===== src/rtl/sedf_pkg.sv =====
/*
 * Constants shared by the sense error detail formatter: register map,
 * field positions, fill values and the failure-prediction reason codes.
 * Assumes a 32-bit AHB-Lite register bus and byte-wide sense data.
 */
package sedf_pkg;
	// Register byte addresses.
	localparam logic [7:0] ADDR_CTRL     = 8'h00;
	localparam logic [7:0] ADDR_IRQ_STAT = 8'h04;
	localparam logic [7:0] ADDR_IRQ_MASK = 8'h08;
	localparam logic [7:0] ADDR_TAIL_A   = 8'h0c;
	localparam logic [7:0] ADDR_TAIL_B   = 8'h10;
	localparam logic [7:0] ADDR_TAIL_C   = 8'h14;
	localparam logic [7:0] ADDR_INFO     = 8'h18;

	// Control and interrupt field positions.
	localparam int CTRL_EN_BIT    = 0;
	localparam int IRQ_CAP_BIT    = 0;
	localparam int IRQ_ALERT_BIT  = 1;
	localparam int IRQ_W          = 2;

	// Reset values.
	localparam logic       CTRL_EN_RST  = 1'b1;
	localparam logic [1:0] IRQ_MASK_RST = 2'h0;

	// Tail geometry: bytes 20 to 31 of the sense block.
	localparam int TAIL_FIRST = 20;
	localparam int TAIL_LEN   = 12;
	localparam int IDX_VU0    = 0;
	localparam int IDX_VU1    = 1;
	localparam int IDX_VU3    = 3;
	localparam int IDX_CYL_H  = 4;
	localparam int IDX_CYL_L  = 5;
	localparam int IDX_HEAD   = 6;
	localparam int IDX_SEC27  = 7;
	localparam int IDX_SEC_H  = 8;
	localparam int IDX_SEC_L  = 9;
	localparam int IDX_RSV0   = 10;
	localparam int IDX_RSV1   = 11;

	// Fill values.
	localparam logic [7:0]  FILL_UNKNOWN   = 8'hff;
	localparam logic [15:0] CYL_UNKNOWN    = 16'h0fff;
	localparam logic [15:0] SEC27_MAX      = 16'h00fe;

	// Sense keys for which the location record is meaningful.
	localparam logic [3:0] KEY_RECOVERED = 4'h1;
	localparam logic [3:0] KEY_MEDIUM    = 4'h3;
	localparam logic [3:0] KEY_HARDWARE  = 4'h4;

	// Failure-prediction alert reasons and their codes.
	typedef enum logic [2:0] {
		SEDF_RSN_READ_RATE, SEDF_RSN_WRITE_RATE, SEDF_RSN_SEEK_RATE, SEDF_RSN_SPARE,
		SEDF_RSN_SPINUP_TIME, SEDF_RSN_SPINUP_RETRY, SEDF_RSN_POWER_HOURS, SEDF_RSN_LOAD_CYCLES
	} sedf_reason_t;
	localparam logic [7:0] CODE_READ_RATE    = 8'h32;
	localparam logic [7:0] CODE_WRITE_RATE   = 8'h4a;
	localparam logic [7:0] CODE_SEEK_RATE    = 8'h43;
	localparam logic [7:0] CODE_SPARE        = 8'h14;
	localparam logic [7:0] CODE_SPINUP_TIME  = 8'h56;
	localparam logic [7:0] CODE_SPINUP_RETRY = 8'h5b;
	localparam logic [7:0] CODE_POWER_HOURS  = 8'h00;
	localparam logic [7:0] CODE_LOAD_CYCLES  = 8'h50;

	// Kind of event being recorded.
	typedef enum logic [1:0] {SEDF_KIND_RW, SEDF_KIND_ALERT, SEDF_KIND_OTHER} sedf_kind_t;
endpackage


===== src/rtl/sedf_top.sv =====
/*
 * Sense error detail formatter: builds sense bytes 20 to 31 from an error
 * record captured in the drive controller clock domain, holds them for the
 * request-sense transfer and shows them to software over AHB-Lite.
 * Assumes record inputs come from logic on hclk and are valid while
 * rec_capture is high; the sense byte port is read by same-clock logic.
 */
// The register offsets and the AHB-Lite register port were left to the implementer.
//
// Function
// - Read/write error puts disk controller status and error snapshots in bytes 20-23.
// - Byte 23 flags overrun, write abort, write fault, address mark mismatch, request error.
// - Byte 23 bit 1 flags an eleven-byte thermal asperity.
// - Byte 23 bit 0 is one-byte asperity on reads, channel fault on writes.
// - An alert reported with code 5Dh puts a reason code in byte 21.
// - Reason codes 32h, 4Ah, 43h for read, write and seek error rates.
// - Reason codes 14h spare sectors, 56h spin-up time, 5Bh spin-up retries.
// - Reason codes 00h power-on hours, 50h load/unload cycles.
// - With incorrect length flagged, bytes 24 to 29 are zero.
// - Otherwise cylinder in 24-25, head in 26, sector in 28-29.
// - Byte 27 holds sector 0 to 254, else 0FFh.
// - Unknown head reads as 0FFh.
// - Unknown cylinder reads as 0FFFh in bytes 24-25.
// - Unknown sector sets bytes 27, 28 and 29 to 0FFh.
// - Location irrelevant to the error sets bytes 24 to 29 to 0FFh.
// - Location record is meaningful only for sense keys 1, 3 and 4.
// - Bytes 30 and 31 are reserved and read as zero.
`timescale 1ns/1ns
`default_nettype none

module sedf_top (
	input  wire logic        hclk,            // Bus and controller clock.
	input  wire logic        hresetn,         // Asynchronous reset, active low.
	input  wire logic        hsel,            // Slave select.
	input  wire logic [31:0] haddr,           // Byte address.
	input  wire logic [1:0]  htrans,          // Transfer type.
	input  wire logic        hwrite,          // Write when high.
	input  wire logic [2:0]  hsize,           // Transfer size.
	input  wire logic        hready,          // Bus ready in.
	input  wire logic [31:0] hwdata,          // Write data.
	output logic      [31:0] hrdata,          // Read data.
	output logic             hreadyout,       // Slave ready.
	output logic             hresp,           // Response, always OKAY.
	output logic             irq,             // Level interrupt.
	input  wire logic        rec_capture,     // Pulse: record inputs valid.
	input  wire logic [1:0]  rec_kind,        // Kind of error event.
	input  wire logic        rec_is_write,    // Failed operation was a write.
	input  wire logic [3:0]  rec_sense_key,   // Sense key of the report.
	input  wire logic [7:0]  rec_asc,         // Additional sense code.
	input  wire logic [23:0] dc_snapshot,     // Disk controller status, bytes 20-22.
	input  wire logic        err_overrun,     // Data overrun.
	input  wire logic        err_write_abort, // Write aborted.
	input  wire logic        err_write_fault, // Write fault.
	input  wire logic        err_data_address_mark, // Address mark mismatch.
	input  wire logic        err_req,         // Request handshake error.
	input  wire logic        err_ta_long,     // Eleven-byte thermal asperity.
	input  wire logic        err_bit0,        // Short asperity or channel fault.
	input  wire logic [2:0]  alert_reason,    // Alert reason select.
	input  wire logic        incorrect_length_flag, // Incorrect length indicator.
	input  wire logic        loc_relevant,    // Location bears on the error.
	input  wire logic        cyl_known,       // Cylinder determined.
	input  wire logic [15:0] cyl,             // Cylinder number.
	input  wire logic        head_known,      // Head determined.
	input  wire logic [7:0]  head,            // Head number.
	input  wire logic        sec_known,       // Sector determined.
	input  wire logic [15:0] sec,             // Sector number.
	input  wire logic [3:0]  tail_sel,        // Tail byte index, 0 is byte 20.
	output logic      [7:0]  tail_byte,       // Selected sense byte.
	output logic             rec_valid        // Location record meaningful.
);
	localparam logic [7:0] ALERT_ASC = 8'h5d;

	function automatic logic [7:0] reason_code(input logic [2:0] r);
		unique case (sedf_pkg::sedf_reason_t'(r))
			sedf_pkg::SEDF_RSN_READ_RATE:    reason_code = sedf_pkg::CODE_READ_RATE;
			sedf_pkg::SEDF_RSN_WRITE_RATE:   reason_code = sedf_pkg::CODE_WRITE_RATE;
			sedf_pkg::SEDF_RSN_SEEK_RATE:    reason_code = sedf_pkg::CODE_SEEK_RATE;
			sedf_pkg::SEDF_RSN_SPARE:        reason_code = sedf_pkg::CODE_SPARE;
			sedf_pkg::SEDF_RSN_SPINUP_TIME:  reason_code = sedf_pkg::CODE_SPINUP_TIME;
			sedf_pkg::SEDF_RSN_SPINUP_RETRY: reason_code = sedf_pkg::CODE_SPINUP_RETRY;
			sedf_pkg::SEDF_RSN_POWER_HOURS:  reason_code = sedf_pkg::CODE_POWER_HOURS;
			sedf_pkg::SEDF_RSN_LOAD_CYCLES:  reason_code = sedf_pkg::CODE_LOAD_CYCLES;
		endcase
	endfunction

	function automatic logic key_meaningful(input logic [3:0] k);
		key_meaningful = (k == sedf_pkg::KEY_RECOVERED) || (k == sedf_pkg::KEY_MEDIUM)
			|| (k == sedf_pkg::KEY_HARDWARE);
	endfunction

	// The tail index port is four bits wide and the reserved pair must close the tail.
	if (sedf_pkg::TAIL_LEN > 16 || sedf_pkg::IDX_RSV1 != sedf_pkg::TAIL_LEN - 1) begin : g_bad_tail
		$error("tail geometry does not fit the index port");
	end

	////////////////////////////////////////////////////////////////////////////////
	// Bus slave.

	logic                 ctrl_en_q;
	logic [1:0]           irq_stat_q;
	logic [1:0]           irq_mask_q;
	logic [7:0]           tail_q [sedf_pkg::TAIL_LEN];
	logic [7:0]           tail_d [sedf_pkg::TAIL_LEN];
	logic                 rec_valid_q;
	logic [3:0]           key_q;
	logic                 dir_q;
	logic                 wr_pend_q;
	logic [7:0]           wr_addr_q;
	logic [31:0]          rdata_q;
	logic [31:0]          rdata_d;
	logic                 addr_take;
	logic                 take;
	logic [1:0]           stat_clr;
	logic [1:0]           stat_set;

	assign addr_take = hsel && hready && htrans[1];
	assign hreadyout = 1'b1;
	assign hresp     = 1'b0;
	assign hrdata    = rdata_q;

	// Read data is latched in the address phase, so every access takes no wait state.
	always_comb begin
		rdata_d = 32'h0000_0000;
		unique case (haddr[7:0])
			sedf_pkg::ADDR_CTRL:     rdata_d[sedf_pkg::CTRL_EN_BIT] = ctrl_en_q;
			sedf_pkg::ADDR_IRQ_STAT: rdata_d[1:0] = irq_stat_q;
			sedf_pkg::ADDR_IRQ_MASK: rdata_d[1:0] = irq_mask_q;
			sedf_pkg::ADDR_TAIL_A:   rdata_d = {tail_q[3], tail_q[2], tail_q[1], tail_q[0]};
			sedf_pkg::ADDR_TAIL_B:   rdata_d = {tail_q[7], tail_q[6], tail_q[5], tail_q[4]};
			sedf_pkg::ADDR_TAIL_C:   rdata_d = {tail_q[11], tail_q[10], tail_q[9], tail_q[8]};
			sedf_pkg::ADDR_INFO:     rdata_d[5:0] = {dir_q, rec_valid_q, key_q};
			default:                 rdata_d = 32'h0000_0000;
		endcase
		if (haddr[31:8] != 24'h00_0000) begin
			rdata_d = 32'h0000_0000;
		end
	end

	always_ff @(posedge hclk or negedge hresetn) begin
		if (!hresetn) begin
			rdata_q   <= 32'h0000_0000;
			wr_pend_q <= 1'b0;
			wr_addr_q <= 8'h00;
		end else begin
			wr_pend_q <= addr_take && hwrite && (haddr[31:8] == 24'h00_0000);
			if (addr_take) begin
				wr_addr_q <= haddr[7:0];
				if (!hwrite) begin
					rdata_q <= rdata_d;
				end
			end
		end
	end

	always_ff @(posedge hclk or negedge hresetn) begin
		if (!hresetn) begin
			ctrl_en_q  <= sedf_pkg::CTRL_EN_RST;
			irq_mask_q <= sedf_pkg::IRQ_MASK_RST;
		end else if (wr_pend_q) begin
			if (wr_addr_q == sedf_pkg::ADDR_CTRL) begin
				ctrl_en_q <= hwdata[sedf_pkg::CTRL_EN_BIT];
			end
			if (wr_addr_q == sedf_pkg::ADDR_IRQ_MASK) begin
				irq_mask_q <= hwdata[1:0];
			end
		end
	end

	////////////////////////////////////////////////////////////////////////////////
	// Interrupts: a new event wins over a write-one-to-clear in the same cycle.

	assign take     = rec_capture && ctrl_en_q;
	assign stat_clr = (wr_pend_q && wr_addr_q == sedf_pkg::ADDR_IRQ_STAT) ? hwdata[1:0] : 2'h0;
	assign stat_set = {take && rec_kind == sedf_pkg::SEDF_KIND_ALERT && rec_asc == ALERT_ASC,
		take};

	always_ff @(posedge hclk or negedge hresetn) begin
		if (!hresetn) begin
			irq_stat_q <= 2'h0;
		end else begin
			irq_stat_q <= (irq_stat_q & ~stat_clr) | stat_set;
		end
	end

	assign irq = |(irq_stat_q & irq_mask_q);

	////////////////////////////////////////////////////////////////////////////////
	// Formatter.

	always_comb begin
		for (int i = 0; i < sedf_pkg::TAIL_LEN; i++) begin
			tail_d[i] = 8'h00;
		end
		if (rec_kind == sedf_pkg::SEDF_KIND_RW) begin
			{tail_d[2], tail_d[1], tail_d[0]} = dc_snapshot;
			tail_d[sedf_pkg::IDX_VU3] = {err_overrun, err_write_abort, err_write_fault,
				err_data_address_mark, 1'b0, err_req, err_ta_long, err_bit0};
		end else if (rec_kind == sedf_pkg::SEDF_KIND_ALERT && rec_asc == ALERT_ASC) begin
			tail_d[sedf_pkg::IDX_VU1] = reason_code(alert_reason);
		end
		// The incorrect length case is checked first: it zeroes the whole record.
		if (incorrect_length_flag) begin
			for (int i = sedf_pkg::IDX_CYL_H; i <= sedf_pkg::IDX_SEC_L; i++) begin
				tail_d[i] = 8'h00;
			end
		end else if (!loc_relevant) begin
			for (int i = sedf_pkg::IDX_CYL_H; i <= sedf_pkg::IDX_SEC_L; i++) begin
				tail_d[i] = sedf_pkg::FILL_UNKNOWN;
			end
		end else begin
			{tail_d[sedf_pkg::IDX_CYL_H], tail_d[sedf_pkg::IDX_CYL_L]} =
				cyl_known ? cyl : sedf_pkg::CYL_UNKNOWN;
			tail_d[sedf_pkg::IDX_HEAD] = head_known ? head : sedf_pkg::FILL_UNKNOWN;
			if (sec_known) begin
				{tail_d[sedf_pkg::IDX_SEC_H], tail_d[sedf_pkg::IDX_SEC_L]} = sec;
				tail_d[sedf_pkg::IDX_SEC27] = (sec <= sedf_pkg::SEC27_MAX) ? sec[7:0]
					: sedf_pkg::FILL_UNKNOWN;
			end else begin
				tail_d[sedf_pkg::IDX_SEC27] = sedf_pkg::FILL_UNKNOWN;
				tail_d[sedf_pkg::IDX_SEC_H] = sedf_pkg::FILL_UNKNOWN;
				tail_d[sedf_pkg::IDX_SEC_L] = sedf_pkg::FILL_UNKNOWN;
			end
		end
		tail_d[sedf_pkg::IDX_RSV0] = 8'h00;
		tail_d[sedf_pkg::IDX_RSV1] = 8'h00;
	end

	generate
		for (genvar g = 0; g < sedf_pkg::TAIL_LEN; g++) begin : g_tail
			always_ff @(posedge hclk or negedge hresetn) begin
				if (!hresetn) begin
					tail_q[g] <= 8'h00;
				end else if (take) begin
					tail_q[g] <= tail_d[g];
				end
			end
		end
	endgenerate

	always_ff @(posedge hclk or negedge hresetn) begin
		if (!hresetn) begin
			rec_valid_q <= 1'b0;
			key_q       <= 4'h0;
			dir_q       <= 1'b0;
		end else if (take) begin
			rec_valid_q <= key_meaningful(rec_sense_key);
			key_q       <= rec_sense_key;
			// Software needs the direction to know which meaning bit 0 of byte 23 carries.
			dir_q       <= rec_is_write;
		end
	end
	assign rec_valid = rec_valid_q;

	always_ff @(posedge hclk or negedge hresetn) begin
		if (!hresetn) begin
			tail_byte <= 8'h00;
		end else begin
			tail_byte <= (tail_sel < 4'(sedf_pkg::TAIL_LEN)) ? tail_q[tail_sel] : 8'h00;
		end
	end

	logic loc_path;
	assign loc_path = take && !incorrect_length_flag && loc_relevant;
endmodule

`default_nettype wire


===== config.mk =====
export PLATFORM = sky130hd
export DESIGN_NAME = sedf_top
export DESIGN_NICKNAME = d
export VERILOG_FILES = /design/src/rtl/sedf_pkg.sv /design/src/rtl/sedf_top.sv
export SDC_FILE = /design/constraint.sdc
export NUM_CORES = 1
export LEC_CHECK = 0
export BUFFER_PORTS_ARGS = -buffer_cell sky130_fd_sc_hd__buf_2
export CAP_MARGIN = 10
export CORE_MARGIN = 4
export CORE_UTILIZATION = 35
export DETAILED_ROUTE_END_ITERATION = 10
export SETUP_SLACK_MARGIN = 0.2
export SYNTH_ARGS = -nofsm -noshare
export SYNTH_HDL_FRONTEND = slang
export SYNTH_SLANG_ARGS = --single-unit

===== constraint.sdc =====
create_clock -name hclk -period 1.9 [get_ports hclk]
set_input_delay 0.19 -clock hclk [delete_from_list [all_inputs] [get_ports hclk]]
set_output_delay 0.19 -clock hclk [all_outputs]
set_load 0.1 [all_outputs]

==> results.cfg, run 1 <==
[setup_path]
startpoint_type = flip-flop
required_ns = 2.20
critPathKind = flip-flop to flip-flop
end_kind = flip-flop
critPathMaxFanout = 3
cp.arrival_ns = 2.06

[floorplanning]
io_pins = 217
die_w_um = 148
die_h_um = 148
dieArea_mm2 = 0.0218
start_util_pct = 36.1
core_area_mm2 = 0.0190
rows = 50

[timing]
rsz0062_at_grt = yes
worst_clock_skew_ns = 0.00775
setup_viol = 0
post-route-period-util_pct = 92.4
layout_setup_ws_ns = 0.144
maxSlewHeadroom_pct = 62.6
hold_viol_final = 0
worst_hold_slack_ns = 0.0135
worst_pin_slew_ns = 0.561
fmax_mhz = 569
layout_min_cycle_time_ns = 1.76
slew_viol_final = 0

[detailed_routing]
ant_nets = 0
wire_per_inst_um = 19.5
drtIter0Drc = 415
drt_wl_total_um = 21500
first_pass_iters = 7
drc = 0
via_per_inst = 5.34
vias = 5883

[global_route]
grt_pass1_wl_um = 32800
antenna_found_initial = 1
use_met3_pct = 3.95
grt_start_max_net_pins = 57
grt_pass1_vias = 5747
met1_usage_pct = 29.5
grt-busiest-layer = met1
grt_overflow_total = 0
gr-usage-met2_pct = 28.5
grt_util_all_layers_pct = 19.5

[synth]
syn_nets = 814
synth_cell_types = 44
ys.flop_type = dfrtp_1
synth_edf_count = 0
ys_ff_latch = 139
synth_commonest_cells = 138 x dfrtp_1, 91 x nand2_1, 58 x o31ai_1
synth.most_common_cell = dfrtp_1
syn_area_per_cell_um2 = 10.8
async_flop_share_pct = 100
synthesis.instances = 634
ys_top_cells_by_area = dfrtp_1 50%, o31ai_1 6.4%, mux4_2 5.3%
yosysWarnings = 0
yosysTopAreaCellShare_pct = 50.5
synth_area_leader_cell = dfrtp_1
synth-seq-area-share_pct = 50.9
synth_area_mm2 = 0.00684

[cts]
clock_latency_ns = 0.42
clock_sinks = 139
root_buffer = clkbuf_16
cts_tree = yes
h-tree-depth = 4
postCtsSetupBuffers = 0
clkSlewWorstSetupHoldPaths_ns = 0.06
cts_max_path_buffers = 2
cts_inserted_buffers = 17

[pwr]
p_leak_nw = 4.34
powerDensity_mw_per_mm2 = 765
peakVddDrop_mv = 0.578
total_power_mw = 6.82

[finish]
drive_above_1_share_pct = 34.5
syn2layout_area_growth_pct = 30.3
nets = 1008

[placement]
portBuffers = 180
place_ws_ns = -0.138
place.gp.congestion = 0.898
hpwl_um = 16200

[run_status]
outcome = finished clean

[min_path]
hold_class = input port to flip-flop

[run]
cap_viol_max_count = 0
-- stage by stage --
step	util (%)	cell area [um2]	std cells	setup TNS, ns
after floorplan	-	6860	634	0
after detailed placement	43.0	8140	1050	-3.46
after CTS	46.9	8890	1100	0
after global placement	43.0	8140	1050	-2.48
after global routing	47.0	8920	1101	0
final	47.0	8920	1101	0
-- cell type report --
type,instances,area (um2)
Fill cell,1857,10000
Sequential cell,139,3480
Multi-Input combinational cell,434,3170
Timing Repair Buffer,229,1360
Clock buffer,24,492
Tap cell,260,325
Clock inverter,7,65.1
Inverter,7,26.3
Antenna cell,1,2.50
-- power breakdown --
part           total [mW]  internal [mW]  switching, mW
logic               0.639          0.253          0.385
registers            3.04           3.00         0.0338
clock network        3.14           1.92           1.22
total                6.82           5.18           1.64
-- critical path: stages (launching register included) --
cell	delay, ns
dfrtp_1	0.38
or4b_4	0.55
nor4_4	0.18
buf_4	0.16
nand3b_1	0.10
mux2_2	0.28
-- kinds of logic (layout without fill, tap and decap cells) --
family	after synthesis	in the layout	synth area share, %
AO/OA/AOI/OAI	183	183	20.0
AND/OR/NAND/NOR	179	179	11.4
flip-flops	139	139	50.9
multiplexers	62	62	12.5
buffers and inverters	61	267	3.71
adder cells (fa/ha/maj)	7	7	1.28
other	2	3	0.110
XOR/XNOR	1	1	0.128
-- worst paths after layout --
kind,slack (ns),from,to,cells after the start
min in group asynchronous,0.22,hresetn,tail_q[95],2
max,0.14,wr_addr_q[4],irq_mask_q[0],5
min reg2reg,0.47,hrdata[13],hrdata[13],2
max in group asynchronous,1.05,hresetn,tail_q[46],3
min,0.01,dc_snapshot[23],tail_q[79],2
max reg2reg,0.14,wr_addr_q[4],irq_mask_q[0],5
-- repair_timing --
item	CTS	global route
setup endpoints to repair	9	14
pin swaps	0	2
gates resized for setup	2	6
endpoints found under the hold margin	132	0
hold buffers	19	0
-- cell usage in the layout, fill, tap and decap left out, types with 3 or more instances in the layout --
| cell | Yosys | routed |
|---|---|---|
| a211o_1 | 7 | 7 |
| a21o_1 | 8 | 8 |
| a21oi_1 | 22 | 22 |
| a221oi_1 | 8 | 8 |
| a22o_1 | 34 | 34 |
| a22oi_1 | 21 | 21 |
| buf_12 | 0 | 3 |
| buf_2 | 8 | 179 |
| buf_4 | 2 | 27 |
| clkbuf_1 | 38 | 3 |
| clkbuf_16 | 0 | 17 |
| clkbuf_8 | 0 | 4 |
| clkinv_2 | 0 | 4 |
| dfrtp_1 | 138 | 138 |
| dlygate4sd3_1 | 0 | 19 |
| ha_1 | 7 | 7 |
| inv_1 | 7 | 7 |
| mux2_2 | 25 | 25 |
| mux2i_1 | 21 | 21 |
| mux4_2 | 16 | 16 |
| nand2_1 | 91 | 90 |
| nand3b_1 | 4 | 4 |
| nand4_1 | 3 | 3 |
| nor2_1 | 54 | 53 |
| nor2b_1 | 3 | 3 |
| nor4_1 | 10 | 9 |
| o21a_1 | 8 | 8 |
| o21ai_0 | 8 | 5 |
| o21ai_1 | 0 | 3 |
| o31ai_1 | 58 | 58 |
-- flip-flops by register name (all words and copies together), names as in the netlist --
register and cells:
ctrl_en_q 1, tail_byte 8, hrdata 32, irq_stat_q 2
tail_q 79, dir_q 1, wr_pend_q 1, rec_valid 1
key_q 4, irq_mask_q 2, wr_addr_q 8
-- metal layers --
layer / vias up / share of wire (%)
li1: 2743 / -
met4: 0 / 1.1
met2: 223 / 45
met5: - / 0
met3: 20 / 6.8
met1: 2897 / 47
(Power assumes the default switching activity.)
==> inputs of run 2 (changes only) <==
Settings changed: CORE_MARGIN 4 to default, RECOVER_POWER from default to 50, TNS_END_PERCENT from default to 5.
==> run 2 against run 1 <==
  * Global-route usage up 2.3 points
  * Maximum frequency down 1.7%
  * Power up 1.9%
  * Non-clock buffer count up 3
  * Hold slack worse by 0.0055 ns
  * Sequential power about the same
  * Register-to-register slack worse by 0.03 ns
  * Critical path depth unchanged
  * Core utilization up 0.28 points
  * Critical path type unchanged
==> results.cfg, run 2 (synthesis results as in run 1) <==
[cts]
cts_inserted_buffers = 17
postCtsSetupBuffers = 0
h-tree-depth = 4
cts_max_path_buffers = 2
cts_tree = yes
clock_sinks = 139
root_buffer = clkbuf_16
clkSlewWorstSetupHoldPaths_ns = 0.06
clock_latency_ns = 0.43

[timing]
rsz0062_at_grt = yes
maxSlewHeadroom_pct = 19.0
fmax_mhz = 560
worst_pin_slew_ns = 1.21
setup_viol = 0
post-route-period-util_pct = 94.0
worst_clock_skew_ns = 0.00830
worst_hold_slack_ns = 0.00797
hold_viol_final = 0
layout_min_cycle_time_ns = 1.79
fin_tns_setup_ns = 0
slew_viol_final = 0

[floorplanning]
die_h_um = 142
core_area_mm2 = 0.0190
dieArea_mm2 = 0.0201
die_w_um = 142
start_util_pct = 36.1
rows = 50
io_pins = 217

[global_route]
grt_pass1_vias = 5668
grt_pass1_wl_um = 32300
grt_util_all_layers_pct = 21.7
grt_start_max_net_pins = 65
grt_overflow_total = 0
antenna_found_initial = 0

[finish]
multi_input_area_mm2 = 0.00316
regArea_mm2 = 0.00348
layout_commonest_cell = buf_2
layout_common_cells = 168 x buf_2, 138 x dfrtp_1, 90 x nand2_1, 58 x o31ai_1, 53 x nor2_1
syn2layout_area_growth_pct = 31.1
diodes = 0
largest_reg_flops = 79
fin_cells = 1104
drive_above_1_share_pct = 34.2
fillCellCount = 1797
nets = 1011
regMostFlops = tail_q

[run]
cap_viol_max_count = 0

[min_path]
hold_class = input port to flip-flop

[detailed_routing]
wire_per_inst_um = 18.9
via_per_inst = 5.26
drt_wl_total_um = 20900
drtIter0Drc = 536
drc = 0
first_pass_iters = 4
ant_nets = 0
vias = 5808

[pwr]
powerDensity_mw_per_mm2 = 775
p_leak_nw = 4.34
peakVddDrop_mv = 0.545

[setup_path]
cp.arrival_ns = 2.09
startpoint_type = flip-flop
end_kind = flip-flop
critPathKind = flip-flop to flip-flop
critPathMaxFanout = 3
required_ns = 2.21

[placement]
place.gp.congestion = 0.860
portBuffers = 180
hpwl_um = 15600
dpl.cell_count = 1048

[run_status]
outcome = finished clean
## run 2: cell types whose count changed in the layout (fill, tap and decap cells not counted), sizes merged, moves of 2 or more
cell	before	now
clkinvlp	2	7
dlygate4sd3	19	24
buf	210	195
inv	7	9
clkbuf	24	31
## run 2: per-layer routing
layer	part of all wire, %	wire length (um)	track usage, %
met5	0	0	0
met4	1.6	328	7.19
met3	5.7	1200	3.88
met2	45	9300	32.0
met1	48	10000	32.1
## run 2: report_power, final
group | internal (mW) | switching (mW) | total, mW | leakage (nW)
sequential | 3.00 | 0.0321 | 3.04 | 1.90
clock | 1.96 | 1.31 | 3.27 | 0.267
combinational | 0.258 | 0.387 | 0.645 | 2.17
## run 2: worst paths after layout
check                      cells after the start       endpoint  slack [ns]       startpoint
max                                            5  irq_mask_q[0]        0.11     wr_addr_q[4]
min                                            2     tail_q[79]       0.008  dc_snapshot[23]
max reg2reg                                    5  irq_mask_q[0]        0.11     wr_addr_q[4]
min reg2reg                                    2     hrdata[29]        0.47       hrdata[29]
max in group asynchronous                      3     tail_q[69]        0.30          hresetn
min in group asynchronous                      2     tail_q[82]        0.57          hresetn
## run 2: stage by stage
stage / instance area [um2] / util [%] / setup slack, ns / power [mW]
3_3_place_gp: 8140 / 42.9 / -0.0625 / 3.69
6_report: 8970 / 47.3 / 0.114 / 6.95
5_1_grt: 8970 / 47.3 / 0.0471 / 7.21
2_1_floorplan: 6860 / - / 0.158 / 3.38
3_5_place_dp: 8140 / 42.9 / -0.137 / 3.70
4_1_cts: 8960 / 47.3 / 0.116 / 7.02
## run 2: worst max-delay path, cell delays in order (launching register included)
cell	delay, ns
dfrtp_1	0.37
or4b_1	0.57
nor4_4	0.18
buf_4	0.16
nand3b_1	0.10
mux2_2	0.29
## run 2: cell type report
| class | instances | area share [%] |
|---|---|---|
| clock inverter | 14 | 1.62 |
| sequential | 139 | 38.8 |
| clock buffer | 18 | 4.90 |
| tap | 260 | 3.63 |
| timing repair buffer | 232 | 15.6 |
| inverter | 7 | 0.293 |
| multi-input combinational | 434 | 35.2 |
## run 2: timing repair
action / 4_1_cts / 5_1_grt
pin swaps: 0 / 0
hold buffers: 24 / 0
endpoints found under the hold margin: 63 / 0
endpoints found under the setup margin: 5 / 17
gates cloned: 0 / 0
gates resized for setup: 0 / 2
==> inputs of run 3 (changes only) <==
Settings changed: CORE_UTILIZATION 35 to 46, PLACE_DENSITY from default to 0.76, RECOVER_POWER 50 to default.
==> run 3 against run 2 <==
  * Clock-buffer cell count up 1
  * Clock skew increased by 0.0012 ns
  * Worst setup slack worse by 0.067 ns
  * Core utilization is 14 points higher
  * Combinational power up 1%
  * Routed wire length shrank 3.2%
  * Highest routed layer is now met5
==> results.cfg, run 3 (synthesis results as in run 1) <==
[run_status]
outcome = finished clean

[placement]
place.gp.congestion = 0.931
dpl.cell_count = 971
portBuffers = 180
hpwl_um = 14900
place_ws_ns = -0.126

[pwr]
p_int_mw = 5.03
clkPwrFrac_pct = 45.5
peakVddDrop_mv = 0.607
powerDensity_mw_per_mm2 = 757
switching_share_pct = 25.6
combPwrFrac_pct = 9.7
p_leak_nw = 4.40
power_frac_seq_pct = 44.9
switchingPower_mw = 1.73

[floorplanning]
die_h_um = 124
start_util_pct = 47.1
rows = 44
core_area_mm2 = 0.0145
dieArea_mm2 = 0.0154
die_w_um = 124
io_pins = 217

[cts]
cts_max_path_buffers = 2
cts_tree = yes
clock_sinks = 139
clkSlewWorstSetupHoldPaths_ns = 0.06
cts_inserted_buffers = 17
root_buffer = clkbuf_16
clock_latency_ns = 0.42
h-tree-depth = 4

[global_route]
grt_pass1_vias = 5829
gr-usage-met2_pct = 43.3
grt_start_max_net_pins = 63
antenna_found_initial = 2
grt_overflow_total = 0
grt-busiest-layer = met2
grt_pass1_wl_um = 31600
met1_usage_pct = 38.7
use_met3_pct = 6.82
grt_util_all_layers_pct = 28.3

[timing]
post-route-period-util_pct = 97.5
setup_viol = 0
maxSlewHeadroom_pct = 59.2
layout_setup_ws_ns = 0.0468
worst_pin_slew_ns = 0.609
fmax_mhz = 540
worst_clock_skew_ns = 0.00955
hold_viol_final = 0
layout_min_cycle_time_ns = 1.85
slew_viol_final = 0
rsz0062_at_grt = yes

[finish]
fin_cells = 1038
drive_above_1_share_pct = 34.2
largest_reg_flops = 79
layout_commonest_cell = buf_2
syn2layout_area_growth_pct = 30.7
nets = 1020
layout_common_cells = 179 x buf_2, 138 x dfrtp_1, 90 x nand2_1, 58 x o31ai_1, 52 x nor2_1
regMostFlops = tail_q

[setup_path]
critPathBufInv = 1
required_ns = 2.25
slowest_stage = or4b_1
startpoint_type = flip-flop
ff2ff_setup_slack_ns = 0.05
critPathKind = flip-flop to flip-flop
cp_top_family = simple AND/OR/NAND/NOR gates
worstPathCellList = or4b_1, nor4_2, buf_4, nor3b_2, mux2_2
critPathMaxFanout = 4
slowest_delay_ns = 0.53
cp.arrival_ns = 2.20
end_kind = flip-flop

[detailed_routing]
ant_nets = 0
drc = 0
via_per_inst = 5.83
drtIter0Drc = 620
first_pass_iters = 8
wire_per_inst_um = 19.5
vias = 6049
drt_wl_total_um = 20200

[min_path]
hold_class = input port to flip-flop

[run]
cap_viol_max_count = 0
run 3: cell types whose count changed in the layout (fill, tap and decap cells not counted), sizes merged:
cell / previous run / this run
inv: 9 / 13
clkinv: 3 / 6
bufinv: 2 / 0
buf: 195 / 207
clkbuf: 31 / 19
clkinvlp: 7 / 1
dlygate4sd3: 24 / 34
diode: 0 / 1
run 3: layout make-up:
class                           count  area [um2]
Multi-Input combinational cell    434        3170
Antenna cell                        1        2.50
Clock buffer                       19         453
Timing Repair Buffer              241        1480
Tap cell                          184         230
Sequential cell                   139        3480
Fill cell                        1205        5590
Clock inverter                     13         105
Inverter                            7        26.3
run 3: final timing paths:
check | start | endpoint | cells after the start
worst max-delay path | wr_addr_q[4] | ctrl_en_q | 5
worst min-delay path | dc_snapshot[6] | tail_q[94] | 2
worst max register to register | wr_addr_q[4] | ctrl_en_q | 5
worst min register to register | hrdata[10] | hrdata[10] | 2
max in group asynchronous | hresetn | ctrl_en_q | 3
min in group asynchronous | hresetn | tail_q[22] | 2
run 3: power by group through the flow:
stage          Combinational [mW]  Sequential, mW  Clock [mW]
2_1_floorplan               0.237            3.14           0
6_report                    0.654            3.04        3.08
4_1_cts                     0.651            3.03        3.13
3_3_place_gp                0.588            3.08           0
5_1_grt                     0.714            3.04        3.26
3_5_place_dp                0.596            3.08           0
run 3: layer usage:
metal / vias to the layer above / routed length [um]
met1: 2923 / 8290
met4: 2 / 607
li1: 2779 / -
met2: 295 / 9480
met3: 50 / 1830
met5: - / 13
run 3: timing repair:
item / 4_1_cts / 5_1_grt
hold buffers: 34 / 0
gates cloned: 0 / 0
setup buffers: 0 / 0
pin swaps: 0 / 2
endpoints found under the hold margin: 77 / 0
resized for setup: 1 / 6
endpoints found under the setup margin: 4 / 24
run 3: per-stage QoR:
| step | hold slack [ns] | TNS [ns] | instance area (um2) | total power, mW | util [%] |
|---|---|---|---|---|---|
| after floorplan | -0.106 | 0 | 6860 | 3.38 | - |
| final | 0.0186 | 0 | 8940 | 6.77 | 61.5 |
| after CTS | 0.00220 | 0 | 8920 | 6.81 | 61.3 |
| after global routing | 0.00981 | -0.0478 | 8940 | 7.01 | 61.5 |
| after detailed placement | 0.149 | -0.413 | 8010 | 3.68 | 55.1 |
| after global placement | 0.150 | -0.0452 | 8010 | 3.67 | 55.1 |
